File: config.mk
export PLATFORM = sky130hd
export DESIGN_NAME = segment_swap
export DESIGN_NICKNAME = d
export VERILOG_FILES = /design/src/rtl/enclave_access_checker_pkg.sv /design/src/rtl/segment_swap.sv
export VERILOG_INCLUDE_DIRS = /design/src /design/src/rtl
export SDC_FILE = /design/constraint.sdc
export NUM_CORES = 1
export LEC_CHECK = 0
export ABC_AREA = 1
export BUFFER_PORTS_ARGS = -buffer_cell sky130_fd_sc_hd__buf_2
export CORE_AREA = 2 2 308 310
export DETAILED_ROUTE_END_ITERATION = 7
export DIE_AREA = 0 0 310 312
export PLACE_DENSITY = 0.36
export SYNTH_ARGS = -nofsm -noshare
export SYNTH_HDL_FRONTEND = slang
export SYNTH_SLANG_ARGS = --single-unit
export TNS_END_PERCENT = 1
File: constraint.sdc
create_clock -name pclk -period 2.7 [get_ports pclk]
set_input_delay 0.27 -clock pclk [delete_from_list [all_inputs] [get_ports pclk]]
set_output_delay 0.27 -clock pclk [all_outputs]
set_load 0.1 [all_outputs]
File: src/rtl/enclave_access_checker_consts.svh
`ifndef ENCLAVE_ACCESS_CHECKER_CONSTS_SVH
`define ENCLAVE_ACCESS_CHECKER_CONSTS_SVH

// widths
`define EAC_ADDR_W        32
`define EAC_SEG_W         64
`define EAC_APB_AW        12
`define EAC_ERR_W         16

// register byte offsets
`define EAC_OFS_CTRL      12'h000
`define EAC_OFS_RANGE_LO  12'h004
`define EAC_OFS_RANGE_HI  12'h008
`define EAC_OFS_STATUS    12'h00C
`define EAC_OFS_FAULTS    12'h010

// control fields
`define EAC_CTRL_CHECK_EN 0
`define EAC_CTRL_ALTER_EN 1
`define EAC_CTRL_RESET    32'h0000_0003
`define EAC_RANGE_RESET   32'h0000_0000

// status fields
`define EAC_ST_KIND_LO    0
`define EAC_ST_KIND_HI    1
`define EAC_ST_ENCL_BIT   2
`define EAC_ST_IN_ENCL    3
`define EAC_ST_SPLIT      4
`define EAC_ST_ALTER      5

// general protection error code
`define EAC_GP_ERR_CODE   16'h0000

`endif

File: src/rtl/enclave_access_checker_pkg.sv
package enclave_access_checker_pkg;
  `include "enclave_access_checker_consts.svh"

  typedef enum logic [1:0] {
    ORIG_ENCLAVE  = 2'b00,  // instruction executed inside an enclave
    ORIG_EXPLICIT = 2'b01,  // explicit operand of an enclave instruction
    ORIG_IMPLICIT = 2'b10,  // access through a cached physical address
    ORIG_ORDINARY = 2'b11
  } origin_t;

  typedef enum logic [2:0] {
    ACC_FETCH    = 3'b000,
    ACC_READ     = 3'b001,
    ACC_WRITE    = 3'b010,
    ACC_SS_LOAD  = 3'b011,
    ACC_SS_STORE = 3'b100
  } acc_kind_t;

  typedef enum logic [2:0] {
    regular_page_type            = 3'b000,
    thread_control_page_type     = 3'b001,
    trimmed_page_type            = 3'b010,
    control_structure_page_type  = 3'b011,
    version_array_page_type      = 3'b100,
    shadow_stack_first_page_type = 3'b101,
    shadow_stack_rest_page_type  = 3'b110
  } page_type_t;

  typedef enum logic [1:0] {
    FLT_NONE                     = 2'b00,
    FLT_GENERAL_PROTECTION_FAULT = 2'b01,
    FLT_PAGE_FAULT               = 2'b10
  } fault_kind_t;

  typedef struct packed {
    logic                     valid;
    origin_t                  origin;
    acc_kind_t                kind;
    logic [`EAC_ADDR_W-1:0]   lin_addr;
    logic [3:0]               size_m1;     // bytes minus one
    logic                     seg_fault;   // normal segmentation check failed
    logic                     pg_fault;    // paging check failed
    logic                     virt_exit;   // extended paging or interrupt-controller exit
  } access_req_t;

  typedef struct packed {
    logic       is_epc;        // inside part maps to enclave_page_memory
    logic       owner_match;
    logic       addr_match;    // linear address equals the one recorded at allocation
    page_type_t ptype;
    logic       perm_r;
    logic       perm_w;
    logic       perm_x;
    logic       blocked;
    logic       pending;
    logic       modified;
  } page_meta_t;

  typedef struct packed {
    logic                   valid;
    fault_kind_t            fault;
    logic [`EAC_ERR_W-1:0]  err_code;
    logic                   fault_code_enclave_bit;
    logic                   virt_exit;
    logic                   split;       // data access divided at the range edge
    logic                   alter;       // ordinary-origin non-enclave hit on enclave memory
  } check_resp_t;

  typedef struct packed {
    logic                   valid;
    logic                   resume;      // enclave_resume rather than enclave_enter
    logic [3:0]             usable;      // code, data, extra, stack
    logic [4*`EAC_ADDR_W-1:0] bases;
  } enter_req_t;

  typedef struct packed {
    logic [`EAC_SEG_W-1:0] fs;
    logic [`EAC_SEG_W-1:0] gs;
  } fsgs_t;
endpackage

File: src/rtl/segment_swap.sv
`timescale 1ns/10ps
module segment_swap
  import enclave_access_checker_pkg::*;
(
  input  wire logic                              pclk,
  input  wire logic                              presetn,
  input  wire enclave_access_checker_pkg::enter_req_t enter,
  input  wire logic                              leave,
  input  wire logic                              async_leave,
  input  wire enclave_access_checker_pkg::fsgs_t cur_fsgs,
  input  wire enclave_access_checker_pkg::fsgs_t tcs_fsgs,
  input  wire enclave_access_checker_pkg::fsgs_t frame_fsgs,
  output enclave_access_checker_pkg::fsgs_t      load_fsgs,
  output logic                                   load_valid,
  output enclave_access_checker_pkg::fsgs_t      frame_store,
  output logic                                   frame_store_valid,
  output logic                                   enter_gp,
  output logic                                   in_enclave
);
  fsgs_t saved_r;
  logic  base_bad;

  // any usable segment with a non-zero base blocks entry
  always_comb begin
    base_bad = 1'b0;
    for (int i = 0; i < 4; i++) begin
      if (enter.usable[i] && (enter.bases[i*`EAC_ADDR_W +: `EAC_ADDR_W] != '0)) begin
        base_bad = 1'b1;
      end
    end
  end

  // entry saves the outside pair, exits hand it back
  always_ff @(posedge pclk or negedge presetn) begin
    if (!presetn) begin
      saved_r    <= '0;
      in_enclave <= 1'b0;
      enter_gp   <= 1'b0;
      load_valid <= 1'b0;
      load_fsgs  <= '0;
    end else begin
      enter_gp   <= enter.valid && !in_enclave && base_bad;
      load_valid <= 1'b0;
      if (enter.valid && !in_enclave && !base_bad) begin
        saved_r    <= cur_fsgs;
        load_fsgs  <= enter.resume ? frame_fsgs : tcs_fsgs;
        load_valid <= 1'b1;
        in_enclave <= 1'b1;
      end else if ((leave || async_leave) && in_enclave) begin
        load_fsgs  <= saved_r;
        load_valid <= 1'b1;
        in_enclave <= 1'b0;
      end
    end
  end

  // asynchronous leave parks the enclave pair in the save frame
  always_ff @(posedge pclk or negedge presetn) begin
    if (!presetn) begin
      frame_store       <= '0;
      frame_store_valid <= 1'b0;
    end else begin
      frame_store_valid <= async_leave && in_enclave;
      if (async_leave && in_enclave) begin
        frame_store <= cur_fsgs;
      end
    end
  end

  property p_enter_gp;
    @(posedge pclk) disable iff (!presetn)
      (enter.valid && !in_enclave && base_bad) |=> (enter_gp && !in_enclave && !load_valid);
  endproperty
  a_enter_gp: assert property (p_enter_gp) else $error("bad segment base did not fault entry");

  property p_restore;
    @(posedge pclk) disable iff (!presetn)
      (leave && in_enclave && !enter.valid) |=> (load_valid && load_fsgs == $past(saved_r) && !in_enclave);
  endproperty
  a_restore: assert property (p_restore) else $error("exit did not restore saved fs gs");

  property p_frame;
    @(posedge pclk) disable iff (!presetn)
      (async_leave && in_enclave) |=> (frame_store_valid && frame_store == $past(cur_fsgs));
  endproperty
  a_frame: assert property (p_frame) else $error("async leave did not store fs gs");
endmodule // segment_swap

# Word-level counts from Yosys, hierarchy flattened
# Cells that the tools add are included.
# classes
multipliers,0
add_sub_neg,0
magnitude_cmp,0
div,0
n_bitwise,0
n_eq_ne,0
mux,11
n_reduce_logical,17
shifts,0
# op_table
operator,n
$mux 128,3
$reduce_bool 32->1,4
$logic_and 1x1->1,9
$mux 1,8
$logic_not 1->1,2
$reduce_bool 2->1,1
$logic_or 1x1->1,1
# totals
reg_bits,388
inputBits,522
latchBits,0
mem_bits_rw,0
word_cells,38
rom_bits,0
memories,0

# Longest topological paths before layout
# logic_depth
depth_word,9
depth_mapped,14
depth_no_buf,12

# Worst setup path after synthesis
# OpenSTA, ideal clock, no wires.
# synth_path
kind,reg-to-reg
startpoint,reg in_enclave
endpoint,reg load_fsgs[0] in the netlist's numbering
t_arrival_ps,1970
required_ps,2629
setup_slack_ps,660
path_buffers,2
stages_incl_launch_ff,7
path_cell_list,dfrtp_1 nor2_1 nand3_2 buf_2 clkbuf_1 nand3_1 nand3_1
# synth_between
elab_chain_cells,4
word_cells_on_any_way,6
cone_classes,mux: 1; reduce/logical: 5
# synth_rtl
item,line,source
from (decl),segment_swap.sv:18,output logic in_enclave
from (signal assigned),segment_swap.sv:37,in_enclave <= 1'b0;
from (signal assigned),segment_swap.sv:48,in_enclave <= 1'b1;
from (signal assigned),segment_swap.sv:52,in_enclave <= 1'b0;
$logic_not 1->1,segment_swap.sv:44,if (enter.valid && !in_enclave && !base_bad) begin
$logic_and 1x1->1 (2 in a row),segment_swap.sv:44,
$mux 128 / $reduce_bool 2->1 (equally long branches),-,
to (signal assigned),segment_swap.sv:46,load_fsgs <= enter.resume ? frame_fsgs : tcs_fsgs;
to (signal assigned),segment_swap.sv:50,load_fsgs <= saved_r;
to (decl),segment_swap.sv:13,"output enclave_access_checker_pkg::fsgs_t load_fsgs,"
# Parallel ways exist; a longest one is shown, timed or not.
# A chain may end at the register's enable or synchronous reset.

# Worst setup path in the final report
# layout_path
startpoint,reg in_enclave
endpoint,out in_enclave
# No word-level cell between the ends.

==> results.yml <==
run_status:
  status: "finished clean"
timing:
  fin_tns_setup_ns: 0
  max_freq_ghz: 0.496
  final-max-slew-violation-count: 0
  worst_slew_pin_slew_ns: 0.882
  min_period_ns: 2.02
  fin_hold_ws_ns: 0.0200
  setup_slack_ns: 0.683
  finalSetupViolations: 0
  relSlewSlack: 0.412
  grt_setup_unrepaired: "false"
  fin_skew_ns: 0.0170
  fin_crit_sh: 0.747
  final-hold-violation-count: 0
yosys:
  netlist_area_um2: 17700
  synthDistinctLibCells: 15
  ys_warn_count: 0
  synthTopCellsByArea: "dfrtp_1, nand3_1, nand2_1, mux2_2, o21ai_0"
  yosys_register_bits: 388
  netlist_instances: 2017
  syn_nets: 2539
  synth_top_cell_by_area: "dfrtp_1"
  ys_seq_area_frac: 0.548
  syn_avg_cell_area_um2: 8.78
  synth.top_cell.area_share: 0.548
placed_design:
  place_inst: 3954
  place_ws_ns: 0.357
  place_area_um2: 23300
  place_hpwl_um: 57500
  gp_congestion: 0.866
  port_buffers: 781
clock_network:
  clk_pin_slew_worst_paths_ns: 0.06
  insertion_delay_ns: 0.60
  numClockSinks: 388
  numCtsBuffers: 49
  cts-resized-gates: 0
  htreeDepth: 2
  clockBufferDepth: 3
  ctsHoldBuffers: 118
  post-cts-setup-buffer-count: 0
  cts_tree: "built"
  cts_root_buf: "clkbuf_16"
global_routing:
  grt_overflow: 0
  grt_pass1_wl_um: 114000
  busiest_layer: "met2"
  gr-usage-met3: 0.0359
  use_met2: 0.264
  use_met1: 0.193
  grt_max_degree: 130
  antenna_found_initial: 7
  globalRouteTotalUtil: 0.155
  grt_pass1_vias: 18100
final_layout:
  num-fill-cells: 10200
  layout-drive-gt1-share: 0.358
  layoutNonFillerInstCount: 4160
  final_nets: 3391
  synthToLayoutAreaGrowth_pct: 47.3
  fin_area_um2: 26100
  final_core_util: 0.280
power_and_ir_drop:
  p_total_mw: 36.9
  p_leak_nw: 13.6
  powerDensity_nw_per_um2: 1420
  ir_drop_v: 0.000681
drt:
  dr.pass1.iters: 4
  wirelength_um: 77400
  via_count: 17300
  wl_per_cell_um: 18.6
  via_per_inst: 4.15
  postRouteAntennaNets: 0
  drcViolationCount: 0
  drtIter0Drc: 975
critical_path:
  critPathMaxStageDelay_ns: 0.61
  reg2reg_depth: 6
  reg2reg_slack_ns: 0.69
  worst_r2r_startpoint: "in_enclave"
  cp-start-kind: "flip-flop"
  worst-path-max-fanout: 6
  crit_required_ns: 2.43
  critPathTopFamily: "flip-flops"
  cp_slowest_cell: "dfrtp_1"
  cp_num_cells: 1
  critPathKind: "flip-flop to output pin"
  worstPathCellList: "buf_2"
  cp-end-kind: "output pin"
  critical_path_arrival_ns: 1.75
  startpoint: "in_enclave"
  cp_num_buf_inv: 1
floorplanning:
  start_util: 0.190
  row_count: 112
  dieHeight_um: 312
  die_area_um2: 96700
  fp.dieW_um: 310
  ioPinCount: 782
  core_area_um2: 93000
hold_path:
  holdCritStartpoint: "cur_fsgs[73]"
  hold_class: "primary input to flip-flop"
  holdPathStages: 3
flow_run:
  drv_cap: 0
layout make-up:
| cell class | instances | area [µm²] | share of cell area |
|---|---|---|---|
| flip-flops and latches | 388 | 9710 | 0.372 |
| multi-input cells | 1347 | 6900 | 0.265 |
| repair buffers | 948 | 5760 | 0.221 |
| well taps | 1254 | 1570 | 0.0602 |
| clock buffers | 70 | 1440 | 0.0551 |
| inverters | 135 | 508 | 0.0195 |
| clock inverters | 14 | 175 | 0.00672 |
| diodes | 4 | 10.0 | 0.000384 |
where the power goes:
part | switching, mW | internal (mW) | total [mW]
Clock | 2.71 | 3.97 | 6.68
Combinational | 17.4 | 3.26 | 20.7
Sequential | 1.29 | 8.27 | 9.57
final timing paths:
check,end
setup / recovery,in_enclave
hold / removal,saved_r[73]
setup reg to reg,load_fsgs[26]
hold reg to reg,saved_r[40]
max in group asynchronous,load_fsgs[81]
min in group asynchronous,saved_r[37]
cells by family (layout without fill, tap and decap cells):
family | after synthesis | after routing | share of synthesized area
multiplexers | 128 | 128 | 0.0814
other | 0 | 4 | 0
buffers and inverters | 282 | 1167 | 0.0645
AO/OA/AOI/OAI | 262 | 262 | 0.0741
flip-flops | 388 | 388 | 0.548
AND/OR/NAND/NOR | 957 | 957 | 0.232
sequential cells by signal, indices dropped and copies added (netlist names):
signal / count
load_fsgs: 128
in_enclave: 1
load_valid: 1
frame_store_valid: 1
enter_gp: 1
frame_store: 128
saved_r: 128
synthesized netlist by cell type:
library cell / instances
inv_2: 1
dfrtp_1: 388
buf_4: 8
nand2_1: 468
nand3_2: 1
o21ai_1: 93
mux2_2: 128
nand3_1: 400
inv_1: 134
clkbuf_1: 83
buf_2: 43
buf_1: 13
o21ai_0: 169
nor2_1: 87
nor3_1: 1
placed cells by master (no fill, tap or decap):
cell	n
buf_12	23
buf_2	779
buf_4	26
buf_6	1
buf_8	1
bufinv_16	3
clkbuf_1	9
clkbuf_16	50
clkbuf_8	11
clkinv_2	9
clkinv_4	1
clkinv_8	1
dfrtp_1	388
diode_2	4
dlygate4sd3_1	118
inv_1	134
inv_16	1
mux2_2	128
nand2_1	466
nand2_4	2
nand3_1	400
nand3_4	1
nor2_1	85
nor2_4	2
nor3_1	1
o21ai_0	169
o21ai_1	92
o21ai_4	1
layer usage:
layer  up-vias  wire (µm)
li1       8375          -
met1      8246      32900
met2       515      37400
met3       113       4780
met4         2       2320
met5         -         13
(Power assumes the default switching activity.)
